[src/verilog/clk_sel_pkg.sv]
package clk_sel_pkg;

    // register word offsets on the byte-addressed bus
    localparam int ADDR_W = 4;
    localparam logic [3:0] OFS_CLOCK_DIVISOR = 4'h0;
    localparam logic [3:0] OFS_PLL_FEEDBACK = 4'h4;
    localparam logic [3:0] OFS_SOURCE_CTRL = 4'h8;
    localparam logic [3:0] OFS_PLL_STATUS = 4'hC;

    localparam logic [15:0] CLOCK_DIVISOR_RST = 16'h3040;
    localparam logic [8:0] PLL_FEEDBACK_RST = 9'h01E;

    // bit positions inside the source control register
    localparam int SRC_REQ_LSB = 0;
    localparam int SRC_GO_BIT = 3;

    // timing figures
    localparam int MCLK_HZ = 25_000_000;
    localparam int MAX_INSTR_HZ = 40_000_000;
    localparam int SLOW_RC_HZ = 32_768;

    // oscillator pins, synchronised as one vector
    localparam int NUM_PINS = 5;
    localparam int PIN_FRC = 0;
    localparam int PIN_PRI = 1;
    localparam int PIN_LP = 2;
    localparam int PIN_SLOW = 3;
    localparam int PIN_VCO = 4;

    localparam logic [9:0] FRC_DIV16_EVENTS = 10'h010;
    localparam logic [7:0] PRESCALE_OFFSET = 8'h02;

    typedef enum logic [2:0] {
        SRC_FAST_RC = 3'h0,
        SRC_FAST_RC_PLL = 3'h1,
        SRC_PRIMARY = 3'h2,
        SRC_PRIMARY_PLL = 3'h3,
        SRC_LP_XTAL = 3'h4,
        SRC_SLOW_RC = 3'h5,
        SRC_FAST_RC_DIV16 = 3'h6,
        SRC_FAST_RC_DIVN = 3'h7
    } src_sel_t;

    typedef enum logic [1:0] {
        PM_EXTERNAL_CLOCK_INPUT = 2'h0,
        PM_STANDARD_CRYSTAL = 2'h1,
        PM_HIGH_SPEED_CRYSTAL = 2'h2,
        PM_RESERVED = 2'h3
    } prim_mode_t;

    typedef enum logic [3:0] {
        CM_FAST_RC = 4'h0,
        CM_FAST_RC_PLL = 4'h1,
        CM_PRI_EXT = 4'h2,
        CM_PRI_STD = 4'h3,
        CM_PRI_HS = 4'h4,
        CM_PRI_PLL_EXT = 4'h5,
        CM_PRI_PLL_STD = 4'h6,
        CM_PRI_PLL_HS = 4'h7,
        CM_LP_XTAL = 4'h8,
        CM_SLOW_RC = 4'h9,
        CM_FAST_RC_DIV16 = 4'hA,
        CM_FAST_RC_DIVN = 4'hB
    } clk_mode_t;

    localparam logic [3:0] NUM_CLOCK_MODES = 4'hC;

    typedef enum logic [1:0] {
        SW_IDLE = 2'h0,
        SW_WAIT = 2'h1,
        SW_DONE = 2'h3
    } sw_state_t;

    typedef struct packed {
        logic rsvd_hi;
        logic [2:0] doze_ratio;
        logic doze_enable;
        logic [2:0] fast_rc_postscale;
        logic [1:0] pll_output_postscale;
        logic rsvd_lo;
        logic [4:0] pll_input_prescale;
    } clock_divisor_t;

    typedef struct packed {
        logic [5:0] prescale_factor;
        logic [9:0] feedback_multiplier;
        logic [3:0] postscale_factor;
    } pll_cfg_t;

    function automatic logic [3:0] post_factor(input logic [1:0] f);
        case (f)
            2'h0: post_factor = 4'h2;
            2'h3: post_factor = 4'h8;
            default: post_factor = 4'h4;
        endcase
    endfunction : post_factor

    // source edges counted per half period of the oscillator output
    function automatic logic [9:0] events_per_phase(input src_sel_t s, input logic [2:0] frc_ps,
                                                    input logic [1:0] post);
        case (s)
            SRC_FAST_RC_DIVN: events_per_phase = 10'h002 << frc_ps;
            SRC_FAST_RC_DIV16: events_per_phase = FRC_DIV16_EVENTS;
            SRC_FAST_RC_PLL, SRC_PRIMARY_PLL: events_per_phase = {6'h00, post_factor(post)};
            default: events_per_phase = 10'h001;
        endcase
    endfunction : events_per_phase

    function automatic clk_mode_t clock_mode(input src_sel_t s, input prim_mode_t p);
        logic [3:0] pri;
        pri = (p == PM_HIGH_SPEED_CRYSTAL) ? 4'h2 : (p == PM_STANDARD_CRYSTAL) ? 4'h1 : 4'h0;
        case (s)
            SRC_FAST_RC: clock_mode = CM_FAST_RC;
            SRC_FAST_RC_PLL: clock_mode = CM_FAST_RC_PLL;
            SRC_PRIMARY: clock_mode = clk_mode_t'(4'(CM_PRI_EXT) + pri);
            SRC_PRIMARY_PLL: clock_mode = clk_mode_t'(4'(CM_PRI_PLL_EXT) + pri);
            SRC_LP_XTAL: clock_mode = CM_LP_XTAL;
            SRC_SLOW_RC: clock_mode = CM_SLOW_RC;
            SRC_FAST_RC_DIV16: clock_mode = CM_FAST_RC_DIV16;
            default: clock_mode = CM_FAST_RC_DIVN;
        endcase
    endfunction : clock_mode

endpackage : clk_sel_pkg

[src/verilog/pin_event_sync.sv]
`timescale 1ns/1ps
module pin_event_sync (
    input wire logic i_mclk, // system clock
    input wire logic i_rst_n, // async reset, active low
    input wire logic i_ce, // clock enable
    input wire logic [clk_sel_pkg::NUM_PINS-1:0] i_pins, // asynchronous oscillator pins
    output logic [clk_sel_pkg::NUM_PINS-1:0] o_level, // synchronised level
    output logic [clk_sel_pkg::NUM_PINS-1:0] o_event // pulse on either edge
);
    import clk_sel_pkg::*;

    logic [NUM_PINS-1:0] meta_ff;
    logic [NUM_PINS-1:0] sync_ff;
    logic [NUM_PINS-1:0] last_ff;

    always_ff @(posedge i_mclk or negedge i_rst_n)
    begin
        if (!i_rst_n)
        begin
            meta_ff <= '0;
            sync_ff <= '0;
            last_ff <= '0;
        end
        else if (i_ce)
        begin
            meta_ff <= i_pins;
            sync_ff <= meta_ff;
            last_ff <= sync_ff;
        end
    end

    // only the second and third stages feed the edge detector
    assign o_level = sync_ff;
    assign o_event = sync_ff ^ last_ff;

endmodule : pin_event_sync

[src/verilog/clock_select_pll.sv]
// Contract
// - fast RC divided 1:2 to 1:256
// - power-on source from two config fields
// - unprogrammed configuration selects fast RC
// - twelve distinct clock modes offered
// - instruction and peripheral clock: oscillator over two
// - peripheral equals cpu clock unless doze
// - PLL prescale 2 to 33, field plus two
// - feedback multiplier equals field plus two
// - PLL postscale 2, 4 or 8
// - PLL output: input times M over N1*N2
// - slow RC feeds watchdog and fail monitor
// - instruction clock up to 40 MHz
// - source select decode, eight sources
// - primary mode decode: HS, XT, EC
//
// The Avalon-MM register port and the register addresses were decided locally.
`timescale 1ns/1ps
module clock_select_pll (
    input wire logic i_mclk, // 25 MHz system clock
    input wire logic i_rst_n, // async reset, active low
    input wire logic i_ce, // clock enable, low freezes all state
    input wire logic [clk_sel_pkg::ADDR_W-1:0] i_address, // avalon byte address
    input wire logic i_read, // avalon read
    input wire logic i_write, // avalon write
    input wire logic [31:0] i_writedata, // avalon write data
    input wire logic [3:0] i_byteenable, // avalon byte enables
    output logic [31:0] o_readdata, // avalon read data
    output logic o_waitrequest, // avalon wait request
    input wire logic i_frc_clk, // fast internal rc pin
    input wire logic i_primary_clk, // primary oscillator pin
    input wire logic i_lp_xtal_clk, // low-power crystal pin
    input wire logic i_slow_rc_clk, // slow internal rc pin
    input wire logic i_vco_clk, // analog VCO output
    input wire logic [2:0] i_initial_source_select, // nonvolatile source field
    input wire logic [1:0] i_primary_mode_select, // nonvolatile primary mode field
    input wire logic i_config_erased, // configuration unprogrammed
    output logic o_osc_clk, // oscillator output
    output logic o_instr_clk, // instruction clock
    output logic o_periph_clk, // peripheral clock
    output logic o_cpu_clk, // cpu clock after doze
    output logic o_pll_ref, // prescaled reference to phase detector
    output logic o_pll_fb, // feedback-divided VCO to phase detector
    output logic o_pll_enable, // PLL mode active
    output clk_sel_pkg::pll_cfg_t o_pll_cfg, // PLL factors
    output clk_sel_pkg::clk_mode_t o_clock_mode, // active clock mode
    output clk_sel_pkg::prim_mode_t o_primary_mode, // primary oscillator mode
    output logic o_wdt_ref, // watchdog reference clock
    output logic o_fail_mon_ref // clock fail monitor reference
);
    import clk_sel_pkg::*;

    logic [NUM_PINS-1:0] pin_level;
    logic [NUM_PINS-1:0] pin_event;

    pin_event_sync u_sync (
        .i_mclk(i_mclk),
        .i_rst_n(i_rst_n),
        .i_ce(i_ce),
        .i_pins({i_vco_clk, i_slow_rc_clk, i_lp_xtal_clk, i_primary_clk, i_frc_clk}),
        .o_level(pin_level),
        .o_event(pin_event)
    );

    clock_divisor_t clock_divisor_reg_ff;
    logic [8:0] fbd_ff;
    src_sel_t req_src_ff;
    logic sw_pend_ff;
    sw_state_t sw_state_ff;
    src_sel_t active_src_ff;
    prim_mode_t pmode_ff;
    logic cfg_done_ff;
    logic [9:0] div_n_ff;
    logic [9:0] osc_cnt_ff;
    logic osc_ff;
    logic instr_ff;
    logic cpu_ff;
    logic [6:0] doze_cnt_ff;
    logic [5:0] ref_cnt_ff;
    logic [9:0] fb_cnt_ff;
    logic wait_ff;

    function automatic logic [15:0] lane_merge(input logic [15:0] old, input logic [15:0] wd,
                                               input logic [1:0] be);
        lane_merge = {be[1] ? wd[15:8] : old[15:8], be[0] ? wd[7:0] : old[7:0]};
    endfunction : lane_merge

    // bus: one wait cycle, answer at the second edge
    wire bus_req = i_read || i_write;
    wire bus_wr = i_write && !wait_ff;
    wire nxt_wait = !(bus_req && wait_ff);
    wire wr_div = bus_wr && (i_address == OFS_CLOCK_DIVISOR);
    wire wr_fbd = bus_wr && (i_address == OFS_PLL_FEEDBACK);
    wire wr_src = bus_wr && (i_address == OFS_SOURCE_CTRL) && i_byteenable[0];
    wire [15:0] nxt_div_word = lane_merge(clock_divisor_reg_ff, i_writedata[15:0], i_byteenable[1:0]);
    wire [15:0] nxt_fbd_word = lane_merge({7'h00, fbd_ff}, i_writedata[15:0], i_byteenable[1:0]);
    wire [31:0] src_word = {18'h0_0000, o_clock_mode, o_pll_enable, pmode_ff, active_src_ff,
                            sw_pend_ff, req_src_ff};
    wire [31:0] rd_mux = (i_address == OFS_CLOCK_DIVISOR) ? {16'h0000, clock_divisor_reg_ff} :
                         (i_address == OFS_PLL_FEEDBACK) ? {23'h00_0000, fbd_ff} :
                         (i_address == OFS_SOURCE_CTRL) ? src_word :
                         (i_address == OFS_PLL_STATUS) ? {12'h000, o_pll_cfg} : 32'h0000_0000;

    // switch request: a set in the same cycle as the clear wins
    wire sw_set = wr_src && i_writedata[SRC_GO_BIT];
    wire nxt_pend = sw_set || (sw_pend_ff && (sw_state_ff != SW_DONE));

    // oscillator output from the selected source edges
    wire pll_mode = (active_src_ff == SRC_FAST_RC_PLL) || (active_src_ff == SRC_PRIMARY_PLL);
    wire src_ev = pll_mode ? pin_event[PIN_VCO] :
                  (active_src_ff == SRC_PRIMARY) ? pin_event[PIN_PRI] :
                  (active_src_ff == SRC_LP_XTAL) ? pin_event[PIN_LP] :
                  (active_src_ff == SRC_SLOW_RC) ? pin_event[PIN_SLOW] : pin_event[PIN_FRC];
    wire osc_edge = src_ev && (osc_cnt_ff + 10'h001 >= div_n_ff);
    wire osc_fall = osc_edge && osc_ff;
    wire osc_rise = osc_edge && !osc_ff;
    wire [9:0] nxt_osc_cnt = osc_edge ? 10'h000 : src_ev ? osc_cnt_ff + 10'h001 : osc_cnt_ff;

    // new source and dividers only take over at the end of a high phase
    wire src_apply = osc_fall && (sw_state_ff == SW_WAIT);
    wire src_sel_t nxt_active = src_apply ? req_src_ff : active_src_ff;
    wire [9:0] nxt_div_n = osc_fall ? events_per_phase(nxt_active, clock_divisor_reg_ff.fast_rc_postscale,
                           clock_divisor_reg_ff.pll_output_postscale) : div_n_ff;
    wire src_sel_t cfg_src = i_config_erased ? SRC_FAST_RC :
                             src_sel_t'(i_initial_source_select);

    // instruction clock is the oscillator halved; doze slows only the cpu copy
    wire nxt_instr = instr_ff ^ osc_rise;
    wire doze_on = clock_divisor_reg_ff.doze_enable && (clock_divisor_reg_ff.doze_ratio != 3'h0);
    wire [7:0] doze_span = 8'h01 << clock_divisor_reg_ff.doze_ratio;
    wire [6:0] doze_lim = 7'(doze_span - 8'h01);
    wire doze_last = (doze_cnt_ff == doze_lim);
    wire nxt_cpu = !doze_on ? nxt_instr : (osc_rise && doze_last) ? !cpu_ff : cpu_ff;
    wire [6:0] nxt_doze_cnt = !doze_on ? 7'h00 :
                              !osc_rise ? doze_cnt_ff : doze_last ? 7'h00 : doze_cnt_ff + 7'h01;

    // PLL: the VCO locks when ref and feedback edges match, giving
    wire pll_cfg_t nxt_pll_cfg = '{
        prescale_factor: 6'({3'h0, clock_divisor_reg_ff.pll_input_prescale} + PRESCALE_OFFSET),
        feedback_multiplier: 10'({1'b0, fbd_ff}) + 10'(PRESCALE_OFFSET),
        postscale_factor: post_factor(clock_divisor_reg_ff.pll_output_postscale)
    };
    wire pll_in_ev = (active_src_ff == SRC_PRIMARY_PLL) ? pin_event[PIN_PRI] : pin_event[PIN_FRC];
    wire ref_edge = pll_in_ev && (ref_cnt_ff + 6'h01 >= o_pll_cfg.prescale_factor);
    wire fb_edge = pin_event[PIN_VCO] &&
                   (fb_cnt_ff + 10'h001 >= o_pll_cfg.feedback_multiplier);
    wire [5:0] nxt_ref_cnt = ref_edge ? 6'h00 : pll_in_ev ? ref_cnt_ff + 6'h01 : ref_cnt_ff;
    wire [9:0] nxt_fb_cnt = fb_edge ? 10'h000 :
                            pin_event[PIN_VCO] ? fb_cnt_ff + 10'h001 : fb_cnt_ff;

    sw_state_t nxt_sw_state;
    always_comb
    begin
        case (sw_state_ff)
            SW_IDLE: nxt_sw_state = sw_pend_ff ? SW_WAIT : SW_IDLE;
            SW_WAIT: nxt_sw_state = osc_fall ? SW_DONE : SW_WAIT;
            SW_DONE: nxt_sw_state = SW_IDLE;
            default: nxt_sw_state = SW_IDLE;
        endcase
    end

    always_ff @(posedge i_mclk or negedge i_rst_n)
    begin
        if (!i_rst_n)
        begin
            wait_ff <= 1'b1;
            o_waitrequest <= 1'b1;
            o_readdata <= 32'h0000_0000;
            clock_divisor_reg_ff <= CLOCK_DIVISOR_RST;
            fbd_ff <= PLL_FEEDBACK_RST;
            req_src_ff <= SRC_FAST_RC;
            sw_pend_ff <= 1'b0;
            sw_state_ff <= SW_IDLE;
        end
        else if (i_ce)
        begin
            wait_ff <= nxt_wait;
            o_waitrequest <= nxt_wait;
            if (bus_req && wait_ff)
                o_readdata <= rd_mux;
            if (wr_div)
                clock_divisor_reg_ff <= {1'b0, nxt_div_word[14:6], 1'b0, nxt_div_word[4:0]};
            if (wr_fbd)
                fbd_ff <= nxt_fbd_word[8:0];
            if (wr_src)
                req_src_ff <= src_sel_t'(i_writedata[SRC_REQ_LSB+:3]);
            sw_pend_ff <= nxt_pend;
            sw_state_ff <= nxt_sw_state;
        end
    end

    always_ff @(posedge i_mclk or negedge i_rst_n)
    begin
        if (!i_rst_n)
        begin
            cfg_done_ff <= 1'b0;
            active_src_ff <= SRC_FAST_RC;
            pmode_ff <= PM_EXTERNAL_CLOCK_INPUT;
            div_n_ff <= 10'h001;
        end
        else if (i_ce && !cfg_done_ff)
        begin
            cfg_done_ff <= 1'b1;
            active_src_ff <= cfg_src;
            pmode_ff <= prim_mode_t'(i_primary_mode_select);
            div_n_ff <= events_per_phase(cfg_src, clock_divisor_reg_ff.fast_rc_postscale,
                                         clock_divisor_reg_ff.pll_output_postscale);
        end
        else if (i_ce)
        begin
            active_src_ff <= nxt_active;
            div_n_ff <= nxt_div_n;
        end
    end

    always_ff @(posedge i_mclk or negedge i_rst_n)
    begin
        if (!i_rst_n)
        begin
            osc_cnt_ff <= 10'h000;
            osc_ff <= 1'b0;
            instr_ff <= 1'b0;
            cpu_ff <= 1'b0;
            doze_cnt_ff <= 7'h00;
            ref_cnt_ff <= 6'h00;
            fb_cnt_ff <= 10'h000;
        end
        else if (i_ce)
        begin
            osc_cnt_ff <= nxt_osc_cnt;
            osc_ff <= osc_ff ^ osc_edge;
            instr_ff <= nxt_instr;
            cpu_ff <= nxt_cpu;
            doze_cnt_ff <= nxt_doze_cnt;
            ref_cnt_ff <= nxt_ref_cnt;
            fb_cnt_ff <= nxt_fb_cnt;
        end
    end

    always_ff @(posedge i_mclk or negedge i_rst_n)
    begin
        if (!i_rst_n)
        begin
            o_osc_clk <= 1'b0;
            o_instr_clk <= 1'b0;
            o_periph_clk <= 1'b0;
            o_cpu_clk <= 1'b0;
            o_pll_ref <= 1'b0;
            o_pll_fb <= 1'b0;
            o_pll_enable <= 1'b0;
            o_pll_cfg <= '0;
            o_clock_mode <= CM_FAST_RC;
            o_primary_mode <= PM_EXTERNAL_CLOCK_INPUT;
            o_wdt_ref <= 1'b0;
            o_fail_mon_ref <= 1'b0;
        end
        else if (i_ce)
        begin
            o_osc_clk <= osc_ff ^ osc_edge;
            o_instr_clk <= nxt_instr;
            o_periph_clk <= nxt_instr;
            o_cpu_clk <= nxt_cpu;
            o_pll_ref <= o_pll_ref ^ ref_edge;
            o_pll_fb <= o_pll_fb ^ fb_edge;
            o_pll_enable <= pll_mode;
            o_pll_cfg <= nxt_pll_cfg;
            o_clock_mode <= clock_mode(active_src_ff, pmode_ff);
            o_primary_mode <= pmode_ff;
            o_wdt_ref <= pin_level[PIN_SLOW];
            o_fail_mon_ref <= pin_level[PIN_SLOW];
        end
    end
endmodule : clock_select_pll

[config.mk]
export PLATFORM = sky130hd
export DESIGN_NAME = clock_select_pll
export DESIGN_NICKNAME = d
export VERILOG_FILES = /design/src/verilog/clk_sel_pkg.sv /design/src/verilog/pin_event_sync.sv /design/src/verilog/clock_select_pll.sv
export SDC_FILE = /design/constraint.sdc
export NUM_CORES = 1
export LEC_CHECK = 0
export BUFFER_PORTS_ARGS = -buffer_cell sky130_fd_sc_hd__clkbuf_2
export CAP_MARGIN = 10
export CORE_MARGIN = 3
export CORE_UTILIZATION = 30
export DETAILED_ROUTE_END_ITERATION = 10
export PLACE_DENSITY = 0.52
export SETUP_SLACK_MARGIN = 0.05
export SYNTH_ARGS = -nofsm -noshare
export SYNTH_HDL_FRONTEND = slang
export SYNTH_SLANG_ARGS = --single-unit
[constraint.sdc]
create_clock -name i_mclk -period 4.11 [get_ports i_mclk]
set_input_delay 0.411 -clock i_mclk [delete_from_list [all_inputs] [get_ports i_mclk]]
set_output_delay 0.411 -clock i_mclk [all_outputs]
set_load 0.02 [all_outputs]
After elaboration in Yosys (flattened, before gate mapping)
Cells that the tools add are included.
{ "totals": {"reg_bits": 159, "wordCells": 164} }
{ "op_classes": {"add_sub_neg": 9, "magnitude_cmp": 3, "n_eq_ne": 25, "n_shift": 2, "mux": 36, "n_bitwise": 5, "reduce_logical": 49} }
{ "ops": {"columns": ["operator", "count"], "rows": [
  ["2-to-1 mux 20 bit", 4],
  ["2-to-1 mux 10 bit", 7],
  ["one-hot mux 10 bit (3 select lines)", 2],
  ["one-hot mux 4 bit (7 select lines)", 1],
  ["== test 3 bit (second input constant)", 7],
  ["2-to-1 mux 7 bit", 3],
  ["adder 10 x 1 -> 10 bit (second input constant)", 2],
  ["greater-or-equal comparator 10 bit", 2],
  ["logical AND 1 bit", 17],
  ["AND reduction 2 bit", 8],
  ["== test 3 x 2 -> 1 bit (second input constant)", 4],
  ["2-to-1 mux 3 bit", 4],
  ["2-to-1 mux 6 bit", 2],
  ["AND reduction 3 bit", 4],
  ["adder 9 x 2 -> 10 bit (second input constant)", 1],
  ["nonzero test 2 bit", 5],
  ["<< shifter 2 x 3 -> 10 bit (first input constant)", 1],
  ["== test 3 x 1 -> 1 bit (second input constant)", 3],
  ["2-to-1 mux 1 bit", 9],
  ["== test 4 bit (second input constant)", 2],
  ["one-hot mux 4 bit (2 select lines)", 1],
  ["adder 7 x 1 -> 7 bit (second input constant)", 1],
  ["== test 7 bit", 1],
  ["<< shifter 1 x 3 -> 7 bit (first input constant)", 1],
  ["other kinds (22)", 37]
]} }

Longest topological paths before layout
Gate-level depths: netlist of the first run.
{ "logic_depth": {"word_depth": 15, "mapped_depth": 17, "mapped_depth_nobuf": 16} }

Modules after synthesis
A second synthesis of the first run with hierarchy kept.
{ "hier_totals": {"hier_cells": 774, "hier_area_um2": 8125.3} }
{ "by_module_without_submodules": {"columns": ["mod", "instances", "cells_each", "area_per_inst_um2"], "rows": [
  ["clock_select_pll", 1, 737, 7468.4],
  ["pin_event_sync", 1, 37, 656.9]
]} }

Worst setup path before layout of the first run
Ideal clock, no wire load.
{ "synth_timing": {"kind": "register -> register", "start": "reg osc_cnt_ff[0]", "end": "reg div_n_ff[5]", "arrival_ns": 3.500, "required_time_ns": 4.042, "slack_ns": 0.543, "path_stages_with_launch": 18, "cell_sequence": "dfrtp_1 ha_1 nand3_1 nor2_1 and3_1 xor2_1 ha_1 o2111ai_1 o211ai_1 buf_2 and2_1 ha_1 nand3b_2 mux2i_1 nor2_1 a22oi_1 nor3b_1 a32o_1"} }
{ "synth_between": {"elab_chain_cells": 12} }
{ "synth_rtl": {"columns": ["element", "line_no", "rtl"], "rows": [
  ["start: declaration", "clock_select_pll.sv:74", "logic [9:0] osc_cnt_ff;"],
  ["start signal: assignment", "clock_select_pll.sv:230", "osc_cnt_ff <= nxt_osc_cnt;"],
  ["adder 10 x 1 -> 10 bit (*)", "clock_select_pll.sv:114", "wire osc_edge = src_ev && (osc_cnt_ff + 10'h001 >= div_n_ff);"],
  ["greater-or-equal comparator 10 bit (*)", "clock_select_pll.sv:114", null],
  ["logical AND 1 bit (*)", "clock_select_pll.sv:114", null],
  ["logical AND 1 bit (*)", "clock_select_pll.sv:115", "wire osc_fall = osc_edge && osc_ff;"],
  ["logical AND 1 bit", "clock_select_pll.sv:120", "wire src_apply = osc_fall && (sw_state_ff == SW_WAIT);"],
  ["2-to-1 mux 3 bit", "clock_select_pll.sv:121", "wire src_sel_t nxt_active = src_apply ? req_src_ff : active_src_ff;"],
  ["== test 3 x 1 -> 1 bit or == test 3 x 2 -> 1 bit (tied branches)", "clk_sel_pkg.sv:101", "case (s)"],
  ["OR reduction 2 bit", "clk_sel_pkg.sv:101", null],
  ["one-hot mux 10 bit (3 select lines)", "clk_sel_pkg.sv:101", null],
  ["2-to-1 mux 10 bit", "clock_select_pll.sv:122", "wire [9:0] nxt_div_n = osc_fall ? events_per_phase(nxt_active, clock_divisor_reg_ff.fast_rc_postscale,"],
  ["2-to-1 mux 10 bit", "clock_select_pll.sv:209", "else if (i_ce)"],
  ["2-to-1 mux 10 bit", "clock_select_pll.sv:201", "else if (i_ce && !cfg_done_ff)"],
  ["end signal: assignment", "clock_select_pll.sv:206", "div_n_ff <= events_per_phase(cfg_src, clock_divisor_reg_ff.fast_rc_postscale,"],
  ["end signal: assignment", "clock_select_pll.sv:212", "div_n_ff <= nxt_div_n;"],
  ["end: declaration", "clock_select_pll.sv:73", "logic [9:0] div_n_ff;"]
]} }
Every way passes the cells marked *; elsewhere a longest branch is shown, timed or not. The select of a mux whose other input is x is not followed.
A chain may end at the register's enable or synchronous reset.

Worst setup path after layout of the first run
{ "layout_timing": {"start": "reg osc_cnt_ff[0]", "end": "reg div_n_ff[3]"} }
The elaborated chain is that of the path after synthesis.

==> results of run 1 <==
## cell usage in the layout, fill, tap and decap left out, drive strengths merged, types with 24 or more instances in the layout
| master | netlist | routed |
|---|---|---|
| o21ai | 50 | 50 |
| a21oi | 29 | 29 |
| nand3 | 24 | 24 |
| a22o | 26 | 26 |
| nor2 | 46 | 46 |
| mux2 | 58 | 58 |
| clkbuf | 20 | 108 |
| nand2 | 69 | 69 |
| dfrtp | 135 | 135 |
| inv | 41 | 46 |
| ha | 38 | 38 |
## Yosys cell counts (3+ instances only)
library cell               number
sky130_fd_sc_hd__o211ai_1       3
sky130_fd_sc_hd__dfstp_2        9
sky130_fd_sc_hd__buf_4         16
sky130_fd_sc_hd__nor3_1         9
sky130_fd_sc_hd__clkbuf_1      20
sky130_fd_sc_hd__xnor2_1       21
sky130_fd_sc_hd__nand2_1       69
sky130_fd_sc_hd__mux4_2         7
sky130_fd_sc_hd__o21ai_1        7
sky130_fd_sc_hd__nand2b_1      12
sky130_fd_sc_hd__a22o_1        26
sky130_fd_sc_hd__nand3_1       24
sky130_fd_sc_hd__dfrtp_1      135
sky130_fd_sc_hd__and2_0         3
sky130_fd_sc_hd__inv_1         40
sky130_fd_sc_hd__and3_1        14
sky130_fd_sc_hd__nor2b_1        9
sky130_fd_sc_hd__a211oi_1       6
sky130_fd_sc_hd__buf_1          3
sky130_fd_sc_hd__mux2i_1       12
sky130_fd_sc_hd__a32o_1         7
sky130_fd_sc_hd__o21ai_0       43
sky130_fd_sc_hd__o21a_1         8
sky130_fd_sc_hd__nor2_1        45
sky130_fd_sc_hd__xor2_1        21
sky130_fd_sc_hd__mux2_2        58
sky130_fd_sc_hd__nand4_1        5
sky130_fd_sc_hd__buf_2          7
sky130_fd_sc_hd__ha_1          38
sky130_fd_sc_hd__a31oi_1        6
sky130_fd_sc_hd__a21o_1         6
sky130_fd_sc_hd__o32ai_1        3
sky130_fd_sc_hd__a22oi_1       10
sky130_fd_sc_hd__o31ai_1        3
sky130_fd_sc_hd__a21oi_1       29
## sequential cells by signal (all words and copies together) (netlist names), 4 cells and up
signal                count
doze_cnt_ff               7
u_sync.meta_ff            5
clock_divisor_reg_ff     14
o_readdata               20
osc_cnt_ff               10
fbd_ff                    9
o_pll_cfg                19
ref_cnt_ff                6
div_n_ff                  9
o_clock_mode              4
u_sync.o_level            5
u_sync.last_ff            5
fb_cnt_ff                10
## logic make-up after synthesis
group | Yosys count
buf+inv | 87
mux | 77
compound gates | 172
fa+ha+maj | 38
flops | 144
xor+xnor | 42
simple gates | 208
other cells | 1
## report_power, final
group	leakage [nW]	internal (mW)	switching [mW]
Combinational	2.25	0.688	0.885
Clock	0.295	0.924	0.642
Sequential	1.84	1.65	0.257
## how the worst max path moves through the flow
stage                         startpoint                       to  slack [ns]  depth (start not counted)
3_5_place_dp   osc_cnt_ff[0]$_DFFE_PN0P_  div_n_ff[6]$_DFFE_PN0P_        0.19                         16
4_1_cts        osc_cnt_ff[0]$_DFFE_PN0P_  div_n_ff[6]$_DFFE_PN0P_        0.15                         16
2_1_floorplan  osc_cnt_ff[0]$_DFFE_PN0P_  div_n_ff[5]$_DFFE_PN0P_        0.54                         17
5_1_grt        osc_cnt_ff[0]$_DFFE_PN0P_  div_n_ff[6]$_DFFE_PN0P_        0.06                         16
3_3_place_gp   osc_cnt_ff[0]$_DFFE_PN0P_  div_n_ff[7]$_DFFE_PN0P_        0.21                         16
6_report       osc_cnt_ff[0]$_DFFE_PN0P_  div_n_ff[3]$_DFFE_PN0P_        0.40                         16
## per-layer routing
layer	GRT usage (%)	vias up	share of wire [%]	routed length, um
met5	0	-	0	0
met4	4.13	0	1.4	278
met3	2.90	19	3.8	773
met2	23.5	117	48	9740
met1	19.9	2865	47	9490
li1	-	2900	-	-
## metrics by stage
step / power, mW / area [sq um] / setup slack (ns) / util [%]
after detailed placement: 3.47 / 8720 / 0.190 / 33.5
after global routing: 5.39 / 9380 / 0.0632 / 36.0
after global placement: 3.45 / 8720 / 0.206 / 33.5
after floorplan: 2.97 / 8010 / 0.543 / -
after CTS: 5.07 / 9310 / 0.146 / 35.7
final: 5.04 / 9380 / 0.395 / 36.0
## final cells by class
class	count	area (sq um)	area share, %
timing repair buffer	100	532	5.67
tap	335	419	4.47
multi-input combinational	550	4060	43.3
inverter	41	154	1.64
clock buffer	19	443	4.72
sequential	144	3610	38.6
clock inverter	13	151	1.61
## repair_timing
item | in CTS | in global routing
hold buffers | 0 | 0
setup endpoints to repair | 0 | 7
resized for setup | 0 | 12
endpoints found under the hold margin | 0 | 0
==> qor_table.md, run 1 <==
| Item | Reported |
| --- | --- |
| Status | finished, final reports clean |
| Timing-limited maximum frequency | 269 MHz |
| Worst path required time | 4.41 ns |
| Relative slew margins | 42.4% |
| Gp weighted congestion | 0.874 |
| Aggregate negative setup slack | 0 ns |
| Share of synthesized flip-flops with an asynchronous set or reset | 100% |
| Via count | 5,901 |
| Setup repair after global routing missed its margin | no |
| Cell chosen for the clock root | sky130_fd_sc_hd__clkbuf_16 |
| Overall Global Routing Usage | 14.5% |
| Core region area | 26,100 sq um |
| Floorplan die area | 28,500 sq um |
| Clock tree from TritonCTS | yes |
| Drt via density | 4.91 |
| Cell count after placement | 1,170 |
| Initial cell density of the core | 30.6% |
| Critical path startpoint category | register |
| Maximum fanout along the worst path | 6 |
| Number of DRC markers in iteration 0 | 261 |
| Maximum capacitance violations | 0 |
| Post-synthesis share of cell area spent on full adders, half adders and majority gates | 5.97% |
| Crit Path Class | register to register |
| Library cell with the largest summed area after synthesis | sky130_fd_sc_hd__dfrtp_1 |
| Synth Area in XOR/XNOR | 4.62% |
| Endpoint of the worst-slack reg-to-reg timing path | div_n_ff[3]$_DFFE_PN0P_ |
| Initial antenna violation count | 0 |
| Static Leakage | 4.38 nW |
| Power Dens Cells | 538 nW/um^2 |
| Final Hold Fails | 0 |
| Flip-flop and latch count after synthesis | 144 |
| Crit share post-route | 90.4% |
| Max IR drop VDD | 0.311 mV |
| Router iterations before antenna repair | 5 |
| Top_reg_cell synth | sky130_fd_sc_hd__dfrtp_1 |
| Complex-gate fraction of the synthesized area | 14.5% |
| Post-detailed-route DRC marker count | 0 |
| Data arrival time of the worst path | 4.02 ns |
| Clock slew at reported path FFs | 0.06 ns |
| Number of placement rows | 59 |
| Num Clock Sinks | 144 |
| Number of buffers created by CTS | 17 |
| Mean area per synthesized cell | 10.4 sq um |
| # nets final | 948 |
| CP delay by family, top | simple AND/OR/NAND/NOR gates |
| Actual slew at the worst max-slew pin | 0.864 ns |
| Leftover overflow at the end of global routing | 0 |
| Post-route worst hold slack | 0.0451 ns |
| Pin count of the biggest net entering global routing | 89 |
| Non-filler instance count after layout | 1,202 |
| Clock latency on the worst-skew pair | 0.42 ns |
| Largest family of logic cells by synthesized area | compound AO/OA/AOI/OAI gates |
| Startpoint of the most critical register-to-register path | osc_cnt_ff[0]$_DFFE_PN0P_ |
| Synth cell types | 62 |
| Number of H-tree levels | 4 |
| Share of final-layout standard cells stronger than drive strength 1 | 25.5% |
| Detailed placement HPWL | 15.2 mm |
| Fraction of synthesized cell area taken by the top area cell type | 42.4% |
| Total of warnings raised by yosys | 0 |
| Global-route wire length before repair | 32.6 mm |
| Post-DRT Antenna Nets | 0 |
| Number of filler cells placed in the layout | 2,639 |
| Length in cells of the worst reg-to-reg path | 16 |
| IO Port Bufs | 91 |
| Buffer and inverter count on the worst path | 0 |
| Total wire length | 20.3 mm |
| Post-synthesis share of cell area spent on and, or, nand and nor gates | 12.8% |
| # IOs | 124 |
| Vias in the first global route | 5,801 |
| Final critical-path required period | 3.71 ns |
| Minimum setup slack among reg-to-reg paths | 0.40 ns |
| Number of antenna cells inserted | 0 |
| Sequential area share after synthesis | 45.4% |
| Portion of netlist area occupied by mux cells | 11.7% |
| Critical Path Most Common Cell | sky130_fd_sc_hd__ha_1 |
| Maximum single-stage delay on the critical path | 0.45 ns |
| Chip Width | 169 um |
| Final Max Tran Viols | 0 |
| Largest clock skew in the final design | 0.00856 ns |
| Number of flops mapped to enable cells by yosys | 0 |
| Count of mapped cells out of synthesis | 769 |
| Clock tree buffer depth | 2 |
| Critical Path, Cell by Cell | ha_1 -> nand3_1 -> nor2_2 -> and3_1 -> xor2_1 -> ha_1 -> a21oi_1 -> o211ai_1 -> and2_1 -> ha_1 -> nand3b_4 -> mux2i_4 -> nor2_2 -> a22oi_2 -> o41ai_1 -> mux2_2 |
| Wire per inst | 16.9 um |
| Element type at the critical path end | register |
| Max stage delay cell, worst path | sky130_fd_sc_hd__dfrtp_1 |
| Chip Height | 169 um |
| Number of setup violations in the final report | 0 |
| Cell Area, Synth | 7970 sq um |
| Kind of path behind the tightest hold check | input pin to async pin |
| P&R area growth vs syn | 17.7% |
| Total setup buffers inserted after CTS | 0 |
| Synth area leaders | sky130_fd_sc_hd__dfrtp_1 (42%), sky130_fd_sc_hd__mux2_2 (8.2%), sky130_fd_sc_hd__ha_1 (6.0%) |
(Power assumes the default switching activity.)
==> run 2: changes to the inputs <==
--- a/config.mk
+++ b/config.mk
@@ -14,4 +14,5 @@
 export SETUP_SLACK_MARGIN = 0.05
 export SYNTH_ARGS = -nofsm -noshare
 export SYNTH_HDL_FRONTEND = slang
+export SYNTH_HIERARCHICAL = 1
 export SYNTH_SLANG_ARGS = --single-unit
==> run 2 against run 1 <==
Setup slack worse by 0.055 ns. Fmax is 1.5% lower. Final cell count is 0.25% higher. Die area is 1.9% higher. Critical path depth stayed put. Hold slack better by 0.018 ns. Sequential share of layout area hardly changed. Non-clock buffer count stayed put. Critical path type unchanged. Clock power is 5% higher. First-iteration DRC count is 49% higher.
==> qor_table.md, run 2 <==
| Item | Reported | Delta |
| --- | --- | --- |
| # nets final | 951 | +0.32% |
| Num Clock Sinks | 145 | +0.69% |
| Number of buffers created by CTS | 17 | unchanged |
| Data arrival time of the worst path | 4.08 ns | +0.06 ns |
| Clock power frac | 31.8% | +0.8 points |
| Chip Width | 171 um | +0.96% |
| Synth area leaders | sky130_fd_sc_hd__dfrtp_1 (42%), sky130_fd_sc_hd__mux2_2 (6.7%), sky130_fd_sc_hd__ha_1 (5.9%) |  |
| Endpoint of the worst-slack reg-to-reg timing path | div_n_ff[6]$_DFFE_PN0P_ |  |
| Post-route worst hold slack | 0.0634 ns | +0.0184 ns |
| Maximum capacitance violations | 0 | unchanged |
| Crit Path Class | register to register |  |
| Psw | 1.81 mW | +1.6% |
| Minimum setup slack among reg-to-reg paths | 0.34 ns | -0.06 ns |
| Global-route wire length before repair | 31.9 mm | -2.1% |
| Internal power summed over all cells | 3.39 mW | +4.1% |
| Number of DRC markers in iteration 0 | 389 | +49% |
| Max stage delay cell, worst path | sky130_fd_sc_hd__dfrtp_2 |  |
| Crit share post-route | 91.7% | +1.3 points |
| Critical path startpoint category | register |  |
| Synth cell types | 68 | +9.7% |
| Core region area | 26,400 sq um | +1.1% |
| Kind of path behind the tightest hold check | input pin to async pin |  |
| Leading cell types in the layout, fill and taps excluded | sky130_fd_sc_hd__dfrtp_1 (135), sky130_fd_sc_hd__clkbuf_2 (89), sky130_fd_sc_hd__nand2_1 (68) |  |
| Fraction of synthesized cell area taken by the top area cell type | 41.9% | -0.53 points |
| Top_reg_cell synth | sky130_fd_sc_hd__dfrtp_1 |  |
| Mean area per synthesized cell | 10.5 sq um | +1.4% |
| Routed length on met1 | 9.66 mm | +1.8% |
| Via count | 5,808 | -1.6% |
| Power Dens Cells | 552 nW/um^2 | +2.6% |
| Max IR drop VDD | 0.305 mV | -1.8% |
| Startpoint of the most critical register-to-register path | osc_cnt_ff[0]$_DFFE_PN0P_ |  |
| Pin count of the biggest net entering global routing | 90 | +1.1% |
| Maximum single-stage delay on the critical path | 0.43 ns | -0.02 ns |
| Total power of the final layout | 5.21 mW | +3.2% |
| Detailed placement HPWL | 14.9 mm | -1.6% |
| Drt via density | 4.82 | -1.8% |
| Met3 Routed Length | 797 um | +3.1% |
| Number of antenna cells inserted | 0 | unchanged |
| Clock latency on the worst-skew pair | 0.42 ns | about the same |
| Count of mapped cells out of synthesis | 774 | +0.65% |
| Total wire length | 20.2 mm | -0.38% |
| IO Port Bufs | 91 | unchanged |
| # IOs | 124 | unchanged |
| Gate power share | 31.3% | about the same |
| Post-DRT Antenna Nets | 0 | unchanged |
| Cell Area, Synth | 8130 sq um | +2.0% |
| Register bank with the most flops | o_readdata |  |
| Leftover overflow at the end of global routing | 0 | unchanged |
| Setup repair after global routing missed its margin | no |  |
| Element type at the critical path end | register |  |
| Share of final-layout standard cells stronger than drive strength 1 | 25.6% | +0.14 points |
| Vias in the first global route | 5,776 | -0.43% |
| Timing-limited maximum frequency | 265 MHz | -1.5% |
| Sequential Power Share | 37.0% | -0.8 points |
| Met2 routed wirelength | 9.48 mm | -2.6% |
| Clock slew at reported path FFs | 0.07 ns | about the same |
| Final critical-path required period | 3.77 ns | +0.0551 ns |
| Sequential area share after synthesis | 44.8% | -0.59 points |
| Leading post-synthesis cells by instance count | sky130_fd_sc_hd__dfrtp_1 (136), sky130_fd_sc_hd__nand2_1 (68), sky130_fd_sc_hd__mux2_2 (48) |  |
| P&R area growth vs syn | 16.1% |  |
| Total of warnings raised by yosys | 6 | +6 |
| Cell chosen for the clock root | sky130_fd_sc_hd__clkbuf_16 |  |
| Final Hold Fails | 0 | unchanged |
| Most common cell after layout, fill and taps aside | sky130_fd_sc_hd__dfrtp_1 |  |
| Static Leakage | 4.46 nW | +1.8% |
| Area of all placed cells without fillers | 9440 sq um | +0.64% |
| Status | finished, final reports clean |  |
| Length in cells of the worst reg-to-reg path | 16 | unchanged |
| Overall Global Routing Usage | 14.0% | -0.49 points |
| Clock tree from TritonCTS | yes |  |
| Number of placement rows | 59 | unchanged |
| Critical Path, Cell by Cell | ha_2 -> inv_1 -> or2_1 -> nor2_1 -> xor2_1 -> ha_1 -> a21oi_1 -> o211ai_2 -> o211a_1 -> ha_1 -> nand3b_1 -> mux2_4 -> nand2b_2 -> o21ai_0 -> and4bb_2 -> a32o_1 |  |
| Largest register FFs | 20 | unchanged |
| Largest regs | o_readdata (20), o_pll_cfg (19), clock_divisor_reg_ff (14) |  |
| Worst path required time | 4.42 ns | about the same |
| Largest clock skew in the final design | 0.0112 ns | +0.00265 ns |
| Initial cell density of the core | 30.8% | +0.27 points |
| Number of flops mapped to enable cells by yosys | 0 | unchanged |
| Chip Height | 171 um | +0.96% |
| Critical Path Most Common Cell | sky130_fd_sc_hd__ha_1 |  |
| Critical path origin | osc_cnt_ff[0]$_DFFE_PN0P_ |  |
| Aggregate negative setup slack | 0 ns | unchanged |
| Floorplan die area | 29,100 sq um | +1.9% |
| Wire per inst | 16.8 um | -0.63% |
| Number of filler cells placed in the layout | 2,632 | -0.27% |
| Sw Share | 34.8% | -0.57 points |
| Number of H-tree levels | 4 | unchanged |
| Router iterations before antenna repair | 4 | -1 |
| Number of setup violations in the final report | 0 | unchanged |
| Most frequently used cell type in the post-synthesis netlist | sky130_fd_sc_hd__dfrtp_1 |  |
| Area after detailed placement | 8800 sq um | +0.88% |
| Uppermost layer routed | met4 |  |
| Setup crit end | div_n_ff[6]$_DFFE_PN0P_ |  |
| Gp weighted congestion | 0.831 | -5.0% |
| Final core utilization | 35.8% | -0.18 points |
| Share of synthesized flip-flops with an asynchronous set or reset | 100% | unchanged |
| Maximum fanout along the worst path | 7 | +1 |
| Final Max Tran Viols | 0 | unchanged |
| Clock tree buffer depth | 2 | unchanged |
| Library cell with the largest summed area after synthesis | sky130_fd_sc_hd__dfrtp_1 |  |
| Flip-flop and latch count after synthesis | 145 | +0.69% |
| Relative slew margins | 42.9% | +0.48 points |
| Post-detailed-route DRC marker count | 0 | unchanged |
| Initial antenna violation count | 0 | unchanged |
| Actual slew at the worst max-slew pin | 0.857 ns | -0.00722 ns |
run 2: routing by layer:
metal,vias to the layer above,track usage (%)
li1,2891,-
met1,2802,18.9
met2,97,22.7
met3,18,3.28
met4,0,4.09
met5,-,0
run 2: stage by stage:
step,instances,setup slack (ns)
floorplan,786,0.505
global placement,1171,0.271
detailed placement,1171,0.245
CTS,1203,0.225
global route,1205,0.0866
finish,1205,0.340
run 2: how the worst min path moves through the flow:
| stage | start | to |
|---|---|---|
| 2_1_floorplan | i_rst_n | active_src_ff[0]$_DFFE_PN0P_ |
| 5_1_grt | i_rst_n | ref_cnt_ff[4]$_DFFE_PN0P_ |
| 4_1_cts | i_rst_n | ref_cnt_ff[3]$_DFFE_PN0P_ |
| 6_report | i_rst_n | ref_cnt_ff[3]$_DFFE_PN0P_ |
| 3_3_place_gp | o_pll_fb$_DFFE_PN0P_ | o_pll_fb$_DFFE_PN0P_ |
| 3_5_place_dp | o_pll_fb$_DFFE_PN0P_ | o_pll_fb$_DFFE_PN0P_ |
run 2: layout make-up:
class,instances,area (sq um),area share (%)
Clock buffer,19,433,4.59
Clock inverter,13,184,1.95
Inverter,43,161,1.71
Multi-Input combinational cell,550,4050,43.0
Sequential cell,145,3640,38.6
Tap cell,335,419,4.44
Timing Repair Buffer,100,544,5.77
run 2: what timing repair did:
action / 4_1_cts / 5_1_grt
hold buffers: 0 / 0
gates resized for setup: 0 / 3
endpoints found under the setup margin: 0 / 6
setup buffers: 0 / 2
run 2: logic make-up (layout without fill, tap and decap cells):
logic type | Yosys count | in the layout | synth area share (%)
mux | 74 | 74 | 11.5
buf+inv | 91 | 175 | 5.96
other cells | 1 | 13 | 0.0462
fa+ha+maj | 38 | 38 | 5.85
xor+xnor | 44 | 44 | 4.74
simple gates | 206 | 206 | 12.5
compound gates | 175 | 175 | 14.5
flops | 145 | 145 | 44.8
run 2: power by group through the flow:
| stage | clock, mW | sequential, mW | combinational [mW] |
|---|---|---|---|
| 2_1_floorplan | 0 | 1.93 | 1.20 |
| 3_3_place_gp | 0 | 1.94 | 1.62 |
| 3_5_place_dp | 0 | 1.95 | 1.63 |
| 4_1_cts | 1.70 | 1.92 | 1.64 |
| 5_1_grt | 1.76 | 1.97 | 1.83 |
| 6_report | 1.65 | 1.92 | 1.63 |
run 2: worst max-delay path: cells and delay by family (launching register included):
kind	cells	cell delay (ns)
AND/OR/NAND/NOR	5	1.00
XOR/XNOR	1	0.21
flip-flops	1	0.43
multiplexers	1	0.37
AO/OA/AOI/OAI	5	0.83
buffers and inverters	1	0.06
adder cells (fa/ha/maj)	3	0.76
